==> config.mk <==
export PLATFORM = sky130hd
export DESIGN_NAME = stp_conv
export DESIGN_NICKNAME = d
export VERILOG_FILES = /design/src/hw/stp_pkg.sv /design/src/hw/stp_conv.sv
export SDC_FILE = /design/constraint.sdc
export NUM_CORES = 1
export LEC_CHECK = 0
export BUFFER_PORTS_ARGS = -buffer_cell sky130_fd_sc_hd__buf_2
export CAP_MARGIN = 30
export CORE_MARGIN = 8
export CORE_UTILIZATION = 45
export DETAILED_ROUTE_END_ITERATION = 10
export PLACE_DENSITY = 0.65
export SLEW_MARGIN = 20
export SYNTH_ARGS = -nofsm -noshare
export SYNTH_HDL_FRONTEND = slang
export SYNTH_SLANG_ARGS = --single-unit
==> constraint.sdc <==
create_clock -name CLK -period 1.8 [get_ports CLK]
set_clock_uncertainty 0.05 [all_clocks]
set_input_delay 0.27 -clock CLK [delete_from_list [all_inputs] [get_ports CLK]]
set_output_delay 0.27 -clock CLK [all_outputs]
set_load 0.05 [all_outputs]
==> src/hw/stp_pkg.sv <==
package stp_pkg;

  // Width of one parallel word.
  localparam int WORD_W      = 4;
  // Divider counter width: counts input clocks modulo eight.
  localparam int DIV_W       = 3;
  // Counter value at which a word is complete in each mode.
  localparam logic [2:0] LAST_BIT4  = 3'h3;
  localparam logic [2:0] LAST_BIT8  = 3'h7;
  // Reset value of the divider counter.
  localparam logic [2:0] DIV_RST    = 3'h0;
  // Bit-slip pulse must be seen high for this many input clocks.
  localparam int SLIP_MIN_CLKS = 2;
  localparam logic [1:0] SLIP_MIN_CNT = 2'h2;

  typedef enum logic [1:0] {
    STP_SLIP_IDLE = 2'b00,
    STP_SLIP_WAIT = 2'b01,
    STP_SLIP_DONE = 2'b10
  } stp_slip_t;

  typedef struct packed {
    logic first_serial_input;
    logic second_serial_input;
    logic input_select;
  } stp_serial_t;

endpackage

==> src/hw/stp_conv.sv <==
`timescale 1ns/1ps

// Function
// - First received bit lands on output 0.
// - Derive quarter and eighth rate clocks.
// - Mode low: update outputs every four clocks.
// - Mode high: update outputs every eight clocks.
// - Select high picks first input, low second.
// - One bit shift per slip pulse held two clocks.
// - Slip swallows one clock in the dividers.
// - State undefined until master reset applied.
module stp_conv
  import stp_pkg::*;
#(
  parameter int WORD_WIDTH = 4
) (
  // Clock and reset.
  input  wire logic                  CLK,
  input  wire logic                  SYS_RST,
  // Serial inputs and selector.
  input  wire stp_pkg::stp_serial_t  SERIAL_IN,
  // Controls.
  input  wire logic                  CONV_MODE_8BIT,
  input  wire logic                  BIT_SLIP_INPUT,
  // Outputs.
  output logic [WORD_WIDTH-1:0]      PARALLEL_OUTPUTS,
  output logic                       QUARTER_RATE_CLOCK_OUT,
  output logic                       EIGHTH_RATE_CLOCK_OUT
);

  // The datapath is built for one fixed word width only.
  if (WORD_WIDTH != WORD_W) begin : g_width_check
    $error("WORD_WIDTH must equal 4");
  end

  // Pin synchronisers: two flops before any logic reads them.
  stp_serial_t ser_s1_q;
  stp_serial_t ser_s2_q;
  logic        mode_s1_q;
  logic        mode_s2_q;
  logic        slip_s1_q;
  logic        slip_s2_q;

  always_ff @(posedge CLK) begin
    ser_s1_q  <= SERIAL_IN;
    ser_s2_q  <= ser_s1_q;
    mode_s1_q <= CONV_MODE_8BIT;
    mode_s2_q <= mode_s1_q;
    slip_s1_q <= BIT_SLIP_INPUT;
    slip_s2_q <= slip_s1_q;
  end

  logic serial_bit;
  assign serial_bit = ser_s2_q.input_select ? ser_s2_q.first_serial_input
                                            : ser_s2_q.second_serial_input;

  // Bit-slip qualifier: one swallow per pulse held two clocks.
  stp_slip_t  slip_st_q;
  logic [1:0] slip_cnt_q;
  logic       swallow;

  assign swallow = (slip_st_q == STP_SLIP_WAIT) && slip_s2_q && (slip_cnt_q == SLIP_MIN_CNT - 2'h1);

  always_ff @(posedge CLK) begin
    if (SYS_RST) begin
      slip_st_q  <= STP_SLIP_IDLE;
      slip_cnt_q <= 2'h0;
    end else begin
      case (slip_st_q)
        STP_SLIP_IDLE: begin
          if (slip_s2_q) begin
            slip_st_q  <= STP_SLIP_WAIT;
            slip_cnt_q <= 2'h1;
          end
        end
        STP_SLIP_WAIT: begin
          if (!slip_s2_q) begin
            slip_st_q <= STP_SLIP_IDLE;
          end else if (swallow) begin
            slip_st_q <= STP_SLIP_DONE;
          end else begin
            slip_cnt_q <= slip_cnt_q + 2'h1;
          end
        end
        STP_SLIP_DONE: begin
          if (!slip_s2_q) begin
            slip_st_q <= STP_SLIP_IDLE;
          end
        end
        default: begin
          slip_st_q <= STP_SLIP_IDLE;
        end
      endcase
    end
  end

  // Divider counter; a swallowed clock holds it.
  logic [DIV_W-1:0] div_q;
  logic             word_end;

  always_ff @(posedge CLK) begin
    if (SYS_RST) begin
      div_q <= DIV_RST;
    end else if (!swallow) begin
      div_q <= div_q + 3'h1;
    end
  end

  assign word_end = !swallow && (mode_s2_q ? (div_q == LAST_BIT8)
                                           : (div_q[1:0] == LAST_BIT4[1:0]));

  // Shift register: newest bit enters at the top, oldest ends at bit 0.
  logic [WORD_W-1:0] shift_q;
  logic [WORD_W-1:0] shift_d;

  assign shift_d = {serial_bit, shift_q[WORD_W-1:1]};

  always_ff @(posedge CLK) begin
    if (SYS_RST) begin
      shift_q <= '0;
    end else if (!swallow) begin
      shift_q <= shift_d;
    end
  end

  always_ff @(posedge CLK) begin
    if (SYS_RST) begin
      PARALLEL_OUTPUTS <= '0;
    end else if (word_end) begin
      PARALLEL_OUTPUTS <= shift_d;
    end
  end

  // Divided clocks: quarter rises with each four-bit word update.
  always_ff @(posedge CLK) begin
    if (SYS_RST) begin
      QUARTER_RATE_CLOCK_OUT <= 1'h0;
      EIGHTH_RATE_CLOCK_OUT  <= 1'h0;
    end else if (!swallow) begin
      QUARTER_RATE_CLOCK_OUT <= (div_q[1:0] == 2'h3) || (div_q[1:0] == 2'h0);
      EIGHTH_RATE_CLOCK_OUT  <= (div_q == 3'h7) || (div_q < 3'h3);
    end
  end

  a_quarter_phase: assert property (@(posedge CLK) disable iff (SYS_RST)
    (word_end && !mode_s2_q) |=> (QUARTER_RATE_CLOCK_OUT && !$past(QUARTER_RATE_CLOCK_OUT, 1)))
    else $error("quarter clock not rising at word update");

  a_word_load: assert property (@(posedge CLK) disable iff (SYS_RST)
    word_end |=> (PARALLEL_OUTPUTS[3] == $past(serial_bit, 1)))
    else $error("newest bit not on top output");

  a_out_hold: assert property (@(posedge CLK) disable iff (SYS_RST)
    !word_end |=> $stable(PARALLEL_OUTPUTS))
    else $error("outputs changed outside word update");

  a_mode8_gap: assert property (@(posedge CLK) disable iff (SYS_RST)
    (word_end && mode_s2_q) |=> !word_end [*7])
    else $error("eight bit mode updated early");

  a_mode4_gap: assert property (@(posedge CLK) disable iff (SYS_RST)
    (word_end && !mode_s2_q) |=> !word_end [*3])
    else $error("four bit mode updated early");

  a_swallow_hold: assert property (@(posedge CLK) disable iff (SYS_RST)
    swallow |=> (div_q == $past(div_q, 1)))
    else $error("divider advanced during swallow");

  a_one_slip: assert property (@(posedge CLK) disable iff (SYS_RST)
    swallow |=> !swallow)
    else $error("more than one swallow per pulse");

  a_slip_min: assert property (@(posedge CLK) disable iff (SYS_RST)
    swallow |-> ($past(slip_s2_q, 1) && slip_s2_q))
    else $error("swallow without two-clock pulse");

  a_div_count: assert property (@(posedge CLK) disable iff (SYS_RST)
    !swallow |=> (div_q == $past(div_q, 1) + 3'h1))
    else $error("divider did not advance");

  a_sel_route: assert property (@(posedge CLK) disable iff (SYS_RST)
    ser_s2_q.input_select |-> (serial_bit == ser_s2_q.first_serial_input))
    else $error("selector routed wrong input");

  a_reset_div: assert property (@(posedge CLK)
    SYS_RST |=> ((div_q == DIV_RST) && !QUARTER_RATE_CLOCK_OUT && !EIGHTH_RATE_CLOCK_OUT))
    else $error("reset did not clear dividers");

  a_eighth_phase: assert property (@(posedge CLK) disable iff (SYS_RST)
    (word_end && mode_s2_q) |=> (EIGHTH_RATE_CLOCK_OUT && !$past(EIGHTH_RATE_CLOCK_OUT, 1)))
    else $error("eighth clock not rising at word update");

  a_quarter_low: assert property (@(posedge CLK) disable iff (SYS_RST)
    (!swallow && (div_q[1:0] == 2'h1)) |=> !QUARTER_RATE_CLOCK_OUT)
    else $error("quarter clock high in its low half");

  a_eighth_low: assert property (@(posedge CLK) disable iff (SYS_RST)
    (!swallow && (div_q == 3'h3)) |=> !EIGHTH_RATE_CLOCK_OUT)
    else $error("eighth clock high in its low half");

  a_quarter_swallow: assert property (@(posedge CLK) disable iff (SYS_RST)
    swallow |=> $stable(QUARTER_RATE_CLOCK_OUT))
    else $error("quarter clock moved on swallowed clock");

  a_shift_hold: assert property (@(posedge CLK) disable iff (SYS_RST)
    swallow |=> $stable(shift_q))
    else $error("shift register moved on swallowed clock");

  a_slip_gap: assert property (@(posedge CLK) disable iff (SYS_RST)
    swallow |=> !swallow [*2])
    else $error("second swallow without a new pulse");

  a_slip_first: assert property (@(posedge CLK) disable iff (SYS_RST)
    $rose(slip_s2_q) |-> !swallow)
    else $error("swallow on first cycle of slip pulse");

  a_word_bit0: assert property (@(posedge CLK) disable iff (SYS_RST)
    word_end |=> (PARALLEL_OUTPUTS[0] == $past(shift_q[1], 1)))
    else $error("oldest bit not on output zero");

endmodule

==> flow_summary.ini, run 1 <==
[job]
max-cap-violations = 0

[clocking]
cts_buffers = 3
cts.reportedPaths.clkPinSlew_ps = 140
max-clock-path-buffers = 2
cts_hold_buffers = 5
cts_htree_levels = 1
insertion_delay_ps = 320
postCtsSetupRepairBufs = 0
cts_tree = yes
ctsRootBufferMaster = sky130_fd_sc_hd__clkbuf_4
clock_sink_count = 26
post_cts_resize_count = 0

[worst_setup_path]
startpoint_type = register
ordered_cell_list_for_the_critical_path = ha_1 -> ha_1 -> mux2_2 -> a21oi_1 -> a311oi_2
worst_path_depth = 5
crit_path_end_kind = register
critPathArrivalTime_ps = 1680
cp_max_fo = 5
r2r_start = div_q[0]$_SDFFE_PP0N_
critical-path-slowest-cell = sky130_fd_sc_hd__dfxtp_1
r2r_cells = 5
timing.critical_path.max_delay_family = adder cells
critical_path.most_common_cell = sky130_fd_sc_hd__ha_1
critPathBufInv = 0
worstReg2RegEnd = PARALLEL_OUTPUTS[3]$_SDFFE_PP0P_
cp_slowest_stage_delay_ps = 360
critical_path_required_ps = 1950
critPathKind = register to register
regToRegSetupSlack_ps = 270

[cells_and_area]
area_growth_pct = 18.1
drive_gt1_share_pct = 23.5
fin_nets = 113
antenna_cells_inserted = 0
fillCellCount = 204
layout.cell_area.non_filler_mm2 = 0.00110

[pwr]
power.static_leakage_nw = 0.461
p_total_mw = 1.15
ir_worst_vdd_uv = 694
power.density_mw_per_mm2 = 1040

[route]
wire_per_inst_um = 11.5
drt-initial-drc-count = 5
routed_wirelength_um = 1490
via_count = 623
remaining_drc_errors = 0
ant_nets = 0
viasPerCell = 4.83
drt_first_pass_iters = 3

[yosys]
post_synth_instance_area_um2 = 935
netlist_top_cells_area = sky130_fd_sc_hd__dfxtp_1 (56%), sky130_fd_sc_hd__a21oi_1 (4.8%), sky130_fd_sc_hd__mux2i_1 (4.3%)
synth_top_cell_area_share_pct = 55.7
synth_largest_area_cell = sky130_fd_sc_hd__dfxtp_1
yosysWarningCount = 0
yosys_register_bits = 26
synthesis.instances = 85
yosysSeqAreaShare_pct = 55.7
synth_cell_type_count = 28
mappedNetlistNets = 95
synth_area_per_cell_um2 = 11.0

[timing]
setup-tns-final_ps = 0
final-hold-violation-count = 0
unrepaired_setup_endpoints_after_global_routing = no
finalCriticalPeriod_ps = 1530
tightestPinTransition_ps = 351
slew_headroom_pct = 76.6
final.period_utilization_pct = 84.8
fin_ws_ps = 274
drv_slew = 0
fmax_mhz = 655
finalSetupViolCount = 0

[global_route]
overflow = 0
grt_pass1_wl_um = 2590
pin_count_of_the_biggest_net_entering_global_routing = 17
antenna_found_initial = 0
grt_util_all_layers_pct = 9.36
grt_pass1_vias = 607

[die]
design.portCount = 13
starting_density_of_the_core_pct = 47.6
std_cell_rows = 16
fp.dieW_um = 61.6
dieArea_mm2 = 0.00379
core_region_area_mm2 = 0.00196
die_y_um = 61.6

[placed_design]
place.detailed.hpwl_um = 1050
detailedPlace.worstSlack_ps = 290
number_of_buffers_added_on_ports = 12
place_area_mm2 = 0.00100
gpl.final_weighted_congestion = 0.719

[min_path]
hold_path_depth = 2
worst_hold_path_type = primary input to register
worst_hold_path.endpoint = PARALLEL_OUTPUTS[2]$_SDFFE_PP0P_
timing.hold.worst.start = SYS_RST

[run_status]
run_status = completed
## cell usage in the layout (no fill, tap or decap)
cell / count
sky130_fd_sc_hd__and4b_1: 1
sky130_fd_sc_hd__nand4b_4: 1
sky130_fd_sc_hd__and4bb_2: 1
sky130_fd_sc_hd__nand2b_1: 2
sky130_fd_sc_hd__inv_1: 1
sky130_fd_sc_hd__mux2_2: 1
sky130_fd_sc_hd__dlygate4sd3_1: 5
sky130_fd_sc_hd__nor2b_1: 1
sky130_fd_sc_hd__nor2_1: 5
sky130_fd_sc_hd__nor3b_1: 1
sky130_fd_sc_hd__nand2_1: 9
sky130_fd_sc_hd__o21a_1: 1
sky130_fd_sc_hd__and2_1: 1
sky130_fd_sc_hd__xnor2_1: 1
sky130_fd_sc_hd__buf_2: 12
sky130_fd_sc_hd__clkbuf_4: 3
sky130_fd_sc_hd__o21ai_1: 3
sky130_fd_sc_hd__bufinv_16: 1
sky130_fd_sc_hd__nand3_1: 3
sky130_fd_sc_hd__dfxtp_1: 26
sky130_fd_sc_hd__a311oi_2: 1
sky130_fd_sc_hd__nor3_1: 1
sky130_fd_sc_hd__ha_1: 3
sky130_fd_sc_hd__mux2i_1: 4
sky130_fd_sc_hd__a21oi_1: 9
sky130_fd_sc_hd__o21ai_0: 1
sky130_fd_sc_hd__a211oi_2: 3
sky130_fd_sc_hd__a21oi_2: 1
## cells by family (layout without fill, tap and decap cells)
kind of cell,count (synthesis),after routing,synth area share (%)
xor+xnor,1,1,0.937
compound gates,19,19,14.3
mux,5,5,5.49
buf+inv,5,22,3.35
simple gates,26,26,16.2
fa+ha+maj,3,3,4.02
flops,26,26,55.7
## area by class of cell
| cell class | count | area, um2 | area share, % |
|---|---|---|---|
| Clock buffer | 3 | 22.5 | 2.04 |
| Inverter | 1 | 3.75 | 0.340 |
| Timing Repair Buffer | 17 | 110 | 9.98 |
| Tap cell | 27 | 33.8 | 3.06 |
| Sequential cell | 26 | 520 | 47.2 |
| Clock inverter | 1 | 30.0 | 2.72 |
| Multi-Input combinational cell | 54 | 383 | 34.7 |
## per-layer routing
layer	routed length (um)	vias up	global-route usage [%]
met5	0	-	0
met2	671	15	16.0
li1	-	329	-
met1	668	274	8.76
met4	17	0	3.90
met3	129	5	5.85
## synthesized netlist by cell type (all sizes together)
| master | number |
|---|---|
| mux2 | 1 |
| nor2 | 5 |
| and4b | 1 |
| mux2i | 4 |
| nand2 | 9 |
| clkbuf | 1 |
| nor3 | 1 |
| nand2b | 2 |
| nand3 | 3 |
| nor2b | 1 |
| xnor2 | 1 |
| nor3b | 1 |
| buf | 3 |
| and4bb | 1 |
| and2 | 1 |
| o21a | 1 |
| a211oi | 3 |
| dfxtp | 26 |
| a21oi | 10 |
| nand4b | 1 |
| a311oi | 1 |
| o21ai | 4 |
| ha | 3 |
| inv | 1 |
## worst register-to-register path: stages (launching register included)
cell and delay (ps):
sky130_fd_sc_hd__dfxtp_1 360, sky130_fd_sc_hd__ha_1 240, sky130_fd_sc_hd__ha_1 200, sky130_fd_sc_hd__mux2_2 310
sky130_fd_sc_hd__a21oi_1 180, sky130_fd_sc_hd__a311oi_2 70
## state kept, by name (all words and copies together) (netlist names)
signal                  cells
PARALLEL_OUTPUTS            4
div_q                       3
ser_s1_q                    3
ser_s2_q                    3
shift_q                     3
slip_cnt_q                  2
slip_st_q                   2
EIGHTH_RATE_CLOCK_OUT       1
QUARTER_RATE_CLOCK_OUT      1
mode_s1_q                   1
mode_s2_q                   1
slip_s1_q                   1
slip_s2_q                   1
## worst max-delay path by stage
stage / startpoint / to
floorplan: div_q[0]$_SDFFE_PP0N_ / PARALLEL_OUTPUTS[3]$_SDFFE_PP0P_
global placement: div_q[0]$_SDFFE_PP0N_ / PARALLEL_OUTPUTS[3]$_SDFFE_PP0P_
detailed placement: div_q[0]$_SDFFE_PP0N_ / PARALLEL_OUTPUTS[3]$_SDFFE_PP0P_
CTS: div_q[0]$_SDFFE_PP0N_ / PARALLEL_OUTPUTS[3]$_SDFFE_PP0P_
global route: div_q[0]$_SDFFE_PP0N_ / PARALLEL_OUTPUTS[3]$_SDFFE_PP0P_
finish: div_q[0]$_SDFFE_PP0N_ / PARALLEL_OUTPUTS[3]$_SDFFE_PP0P_
## power by group
| part | leakage [nW] | internal (mW) | switching (mW) |
|---|---|---|---|
| clock network | 0.0279 | 0.225 | 0.175 |
| registers | 0.216 | 0.610 | 0.0208 |
| logic | 0.217 | 0.0496 | 0.0675 |
| total | 0.461 | 0.885 | 0.263 |
## per-stage QoR
step | instances | utilization [%] | hold slack, ps
after detailed placement | 120 | 51.0 | 265
final | 129 | 56.3 | 267
after floorplan | 85 | - | 248
after CTS | 129 | 56.3 | 274
after global routing | 129 | 56.3 | 273
after global placement | 120 | 51.0 | 260
No activity file was read; power rests on OpenSTA's default activity.
==> inputs of run 2 (changes only) <==
--- a/config.mk
+++ b/config.mk
@@ -10,7 +10,7 @@
 export CORE_MARGIN = 8
 export CORE_UTILIZATION = 45
 export DETAILED_ROUTE_END_ITERATION = 10
-export PLACE_DENSITY = 0.65
+export PLACE_DENSITY = 0.68
 export SLEW_MARGIN = 20
 export SYNTH_ARGS = -nofsm -noshare
 export SYNTH_HDL_FRONTEND = slang
==> constraint.sdc (replaced) <==
create_clock -name CLK -period 1.4 [get_ports CLK]
set_clock_uncertainty 0.05 [all_clocks]
set_input_delay 0.21 -clock CLK [delete_from_list [all_inputs] [get_ports CLK]]
set_output_delay 0.21 -clock CLK [all_outputs]
set_load 0.05 [all_outputs]
==> run 2 against run 1 <==
Compared with the run above:
- global-route usage decreased by 0.37 points
- worst hold slack got worse by 40 ps
- first-iteration DRC count up 20%
- critical path type unchanged
- highest routed layer unchanged
==> flow_summary.ini, run 2 (same netlist as run 1, synthesis figures left out) <==
[run_status]
run_status = completed

[pwr]
power.static_leakage_nw = 0.494
p_total_mw = 1.50
power.density_mw_per_mm2 = 1260
ir_worst_vdd_uv = 948

[global_route]
overflow = 0
pin_count_of_the_biggest_net_entering_global_routing = 17
antenna_found_initial = 0
grt_util_all_layers_pct = 8.99
grt_pass1_vias = 606
grt_pass1_wl_um = 2550

[timing]
finalSetupViolCount = 0
unrepaired_setup_endpoints_after_global_routing = yes
tightestPinTransition_ps = 349
slew_headroom_pct = 76.7
drv_slew = 0
fmax_mhz = 736
finalCriticalPeriod_ps = 1360
final-hold-violation-count = 0
final.period_utilization_pct = 97.0

[cells_and_area]
fillCellCount = 174
area_growth_pct = 27.3
antenna_cells_inserted = 0
top_register = PARALLEL_OUTPUTS
drive_gt1_share_pct = 34.0
layout.cell_area.non_filler_mm2 = 0.00119
final_common_cell = sky130_fd_sc_hd__dfxtp_1
fin_nets = 117
layout.cells.most_common_list = sky130_fd_sc_hd__dfxtp_1 (24), sky130_fd_sc_hd__buf_2 (12), sky130_fd_sc_hd__nand2_1 (9)
largest_register_ffs = 4

[worst_setup_path]
startpoint_type = register
cp_slowest_stage_delay_ps = 350
critical-path-slowest-cell = sky130_fd_sc_hd__dfxtp_2
crit_path_end_kind = register
r2r_start = div_q[0]$_SDFFE_PP0N_
cp_max_fo = 5
crit_start = div_q[0]$_SDFFE_PP0N_
critical_path.most_common_cell = sky130_fd_sc_hd__ha_2
critPathKind = register to register
r2r_cells = 5
crit_end = PARALLEL_OUTPUTS[2]$_SDFFE_PP0P_
ordered_cell_list_for_the_critical_path = ha_2 -> ha_2 -> mux2_4 -> nand3_1 -> a21oi_2
critical_path_required_ps = 1560
critPathArrivalTime_ps = 1520
regToRegSetupSlack_ps = 40
worstReg2RegEnd = PARALLEL_OUTPUTS[2]$_SDFFE_PP0P_

[route]
viasPerCell = 4.86
ant_nets = 0
wire_per_inst_um = 13.1
via_count = 646
remaining_drc_errors = 0
routed_wirelength_um = 1750
drt-initial-drc-count = 6
drt_first_pass_iters = 3

[clocking]
cts.reportedPaths.clkPinSlew_ps = 130
cts_tree = yes
cts_buffers = 3
cts_htree_levels = 1
insertion_delay_ps = 310
postCtsSetupRepairBufs = 0
clock_sink_count = 26
max-clock-path-buffers = 2
ctsRootBufferMaster = sky130_fd_sc_hd__clkbuf_4

[placed_design]
number_of_buffers_added_on_ports = 12
place.detailed.hpwl_um = 1080
place_area_mm2 = 0.00103
gpl.final_weighted_congestion = 0.737

[die]
dieArea_mm2 = 0.00379
fp.dieW_um = 61.6
design.portCount = 13
die_y_um = 61.6
starting_density_of_the_core_pct = 47.6
core_region_area_mm2 = 0.00196
std_cell_rows = 16

[min_path]
worst_hold_path_type = primary input to register
hold_path_depth = 2

[job]
max-cap-violations = 0
==> run 2: changes by cell type in the layout (fill, tap and decap cells not counted), sizes merged <==
cell	previous run	this run
nand4b	1	2
buf	12	15
==> run 2: power breakdown <==
group | switching (mW) | internal (mW)
sequential | 0.0323 | 0.785
clock | 0.212 | 0.289
combinational | 0.0965 | 0.0819
==> run 2: worst max-delay path: cells and delay by family, from the launching register on <==
| kind | cells | cell delay (ps) |
|---|---|---|
| adder cells (fa/ha/maj) | 2 | 370 |
| flip-flops | 1 | 350 |
| multiplexers | 1 | 300 |
| AND/OR/NAND/NOR | 1 | 120 |
| AO/OA/AOI/OAI | 1 | 60 |
==> run 2: layer usage <==
metal	vias up	track usage (%)	share of wire [%]
met4	0	2.92	0.51
li1	343	-	-
met1	291	10.1	49
met3	2	3.76	4.2
met5	-	0	0
met2	10	14.9	46
==> run 2: worst min path at each step <==
stage	endpoint	start	slack (ps)
CTS	div_q[0]$_SDFFE_PP0N_	SYS_RST	220
finish	PARALLEL_OUTPUTS[1]$_SDFFE_PP0P_	SYS_RST	230
floorplan	mode_s1_q$_DFF_P_	CONV_MODE_8BIT	190
detailed placement	ser_s2_q[1]$_DFF_P_	ser_s1_q[1]$_DFF_P_	260
global placement	ser_s2_q[0]$_DFF_P_	ser_s1_q[0]$_DFF_P_	260
global route	PARALLEL_OUTPUTS[0]$_SDFFE_PP0P_	SYS_RST	230
==> run 2: layout make-up <==
type	instances	area (um2)	area share, %
clock inverter	1	30.0	2.52
tap	27	33.8	2.84
sequential	26	523	44.0
multi-input combinational	55	444	37.3
inverter	1	3.75	0.315
clock buffer	3	22.5	1.89
timing repair buffer	20	133	11.1
==> run 2: what timing repair did <==
item	in CTS	in global routing
hold buffers	5	0
resized for setup	3	7
pin swaps	1	1
endpoints found under the hold margin	5	0
cloned	0	1
endpoints found under the setup margin	2	11
==> run 2: per-stage QoR <==
stage	setup slack, ps	hold slack (ps)	instances	setup TNS (ps)	utilization, %
6_report	42.2	227	133	0	60.7
5_1_grt	-11.9	225	133	-11.9	60.7
3_5_place_dp	1.61	262	123	0	52.6
4_1_cts	9.16	219	132	0	58.0
2_1_floorplan	2.61	188	85	0	-
3_3_place_gp	35.3	260	123	0	52.6
==> inputs of run 3 (changes only) <==
--- a/config.mk
+++ b/config.mk
@@ -11,6 +11,7 @@
 export CORE_UTILIZATION = 45
 export DETAILED_ROUTE_END_ITERATION = 10
 export PLACE_DENSITY = 0.68
+export SETUP_SLACK_MARGIN = 0.3
 export SLEW_MARGIN = 20
 export SYNTH_ARGS = -nofsm -noshare
 export SYNTH_HDL_FRONTEND = slang
==> run 3 against run 2 <==
Compared with the run above:
- total power grew 3.3%
- first-iteration DRC count rose by 33%
- global-route usage is 1.1 points higher
- register-to-register slack better by 20 ps
- clock power up 0.8%
- largest cell class unchanged
- count of clock-buffer cells in the layout unchanged
- wire length is 5.1% lower
- highest routed layer is now met3
- core utilization grew 6.9 points
==> flow_summary.ini, run 3 (same netlist as run 1, synthesis figures left out) <==
[die]
dieArea_mm2 = 0.00379
fp.dieW_um = 61.6
std_cell_rows = 16
starting_density_of_the_core_pct = 47.6
design.portCount = 13
core_region_area_mm2 = 0.00196
die_y_um = 61.6

[pwr]
ir_worst_vdd_uv = 683
power.combinational.fraction_pct = 14.1
power.static_leakage_nw = 0.524
fraction_of_power_consumed_by_sequential_logic_pct = 53.2
power.density_mw_per_mm2 = 1170
power_report.internal_total_mw = 1.19
p_total_mw = 1.55
switchingPower_uw = 354
swShare_pct = 22.8
clock_power_share_pct = 32.7

[clocking]
cts_tree = yes
cts_buffers = 3
insertion_delay_ps = 320
max-clock-path-buffers = 2
cts.reportedPaths.clkPinSlew_ps = 140
cts_htree_levels = 1
ctsRootBufferMaster = sky130_fd_sc_hd__clkbuf_4
clock_sink_count = 26

[cells_and_area]
largest_register_ffs = 4
utilization_pct = 67.5
top_register = PARALLEL_OUTPUTS
area_growth_pct = 41.8
fin_nets = 119
area.sequential_um2 = 534
layout.cells.most_common_list = sky130_fd_sc_hd__dfxtp_1 (17), sky130_fd_sc_hd__dfxtp_2 (8), sky130_fd_sc_hd__nand2_1 (8)
antenna_cells_inserted = 0
drive_gt1_share_pct = 48.1
final_common_cell = sky130_fd_sc_hd__dfxtp_1
fillCellCount = 170
area_of_the_multi_input_gates_um2 = 459

[worst_setup_path]
crit_path_end_kind = register
cp_max_fo = 5
regToRegSetupSlack_ps = 60
critical_path_required_ps = 1550
critPathArrivalTime_ps = 1490
worstReg2RegEnd = PARALLEL_OUTPUTS[1]$_SDFFE_PP0P_
startpoint_type = register
critPathKind = register to register
r2r_start = div_q[1]$_SDFFE_PP0N_
r2r_cells = 5

[timing]
slew_headroom_pct = 75.9
finalSetupViolCount = 0
final-hold-violation-count = 0
final.hold.worst_slack_ps = 213
drv_slew = 0
tightestPinTransition_ps = 361
final.period_utilization_pct = 95.5
finalCriticalPeriod_ps = 1340
setup-tns-final_ps = 0
fmax_mhz = 748
unrepaired_setup_endpoints_after_global_routing = yes

[global_route]
grt_pass1_vias = 651
pin_count_of_the_biggest_net_entering_global_routing = 17
overflow = 0
grt_pass1_wl_um = 2790
grt_util_all_layers_pct = 10.1
antenna_found_initial = 0

[min_path]
timing.hold.worst.start = SYS_RST
worst_hold_path_type = primary input to register
worst_hold_path.endpoint = div_q[0]$_SDFFE_PP0N_
hold_path_depth = 2

[route]
drt_first_pass_iters = 4
remaining_drc_errors = 0
viasPerCell = 4.84
drt-initial-drc-count = 8
wire_per_inst_um = 12.3
routed_wirelength_um = 1660
via_count = 654
ant_nets = 0

[job]
max-cap-violations = 0

[placed_design]
number_of_buffers_added_on_ports = 12
gpl.final_weighted_congestion = 0.758
place.detailed.hpwl_um = 1050

[run_status]
run_status = completed
## run 3: metrics by stage
| step | setup slack, ps | instance area (um2) | instances |
|---|---|---|---|
| global placement | 109 | 1050 | 120 |
| floorplan | 126 | 985 | 85 |
| global route | 17.7 | 1330 | 135 |
| CTS | 70.1 | 1270 | 134 |
| detailed placement | 85.7 | 1050 | 120 |
| finish | 62.6 | 1330 | 135 |
## run 3: final cells by class
cell class	instances	share of cell area, %
inverters	1	0.283
flip-flops and latches	26	40.3
clock inverters	1	2.27
repair buffers	23	18.2
clock buffers	3	1.70
well taps	27	2.55
multi-input cells	54	34.7
## run 3: what timing repair did
action,4_1_cts,5_1_grt
cloned,0,1
buffers inserted,5,0
pin swaps,5,1
hold buffers,5,0
hold endpoints to repair,5,0
resized for setup,25,8
endpoints found under the setup margin,20,21
## run 3: how the worst max path moves through the flow
stage                                     start                                to  slack [ps]  cells past startpoint
after floorplan           div_q[0]$_SDFFE_PP0N_  PARALLEL_OUTPUTS[3]$_SDFFE_PP0P_         130                      5
after global placement    div_q[0]$_SDFFE_PP0N_  PARALLEL_OUTPUTS[3]$_SDFFE_PP0P_         110                      5
after detailed placement  div_q[0]$_SDFFE_PP0N_  PARALLEL_OUTPUTS[3]$_SDFFE_PP0P_          90                      5
after CTS                 div_q[1]$_SDFFE_PP0N_  PARALLEL_OUTPUTS[3]$_SDFFE_PP0P_          70                      5
after global routing      div_q[1]$_SDFFE_PP0N_  PARALLEL_OUTPUTS[3]$_SDFFE_PP0P_          20                      5
final                     div_q[1]$_SDFFE_PP0N_  PARALLEL_OUTPUTS[1]$_SDFFE_PP0P_          60                      5
## run 3: power groups by stage
stage                     Clock, mW  Combinational [mW]  Sequential (mW)
after CTS                     0.527               0.211            0.823
after global placement            0               0.151            0.833
after detailed placement          0               0.155            0.835
final                         0.506               0.218            0.824
after floorplan                   0              0.0926            0.864
after global routing          0.571               0.234            0.830
## run 3: metal layers
| metal | part of all wire, % | wire, um | track usage, % |
|---|---|---|---|
| met3 | 5.5 | 92 | 4.59 |
| met5 | 0 | 0 | 0 |
| met4 | 0 | 0 | 3.90 |
| met1 | 42 | 701 | 10.3 |
| met2 | 52 | 866 | 17.6 |
## run 3: critical path: stages, from the launching register on
cell and delay, ps:
sky130_fd_sc_hd__dfxtp_2 370, sky130_fd_sc_hd__ha_4 170, sky130_fd_sc_hd__ha_4 150, sky130_fd_sc_hd__mux2_4 290, sky130_fd_sc_hd__nand3_1 120, sky130_fd_sc_hd__a21oi_1 70
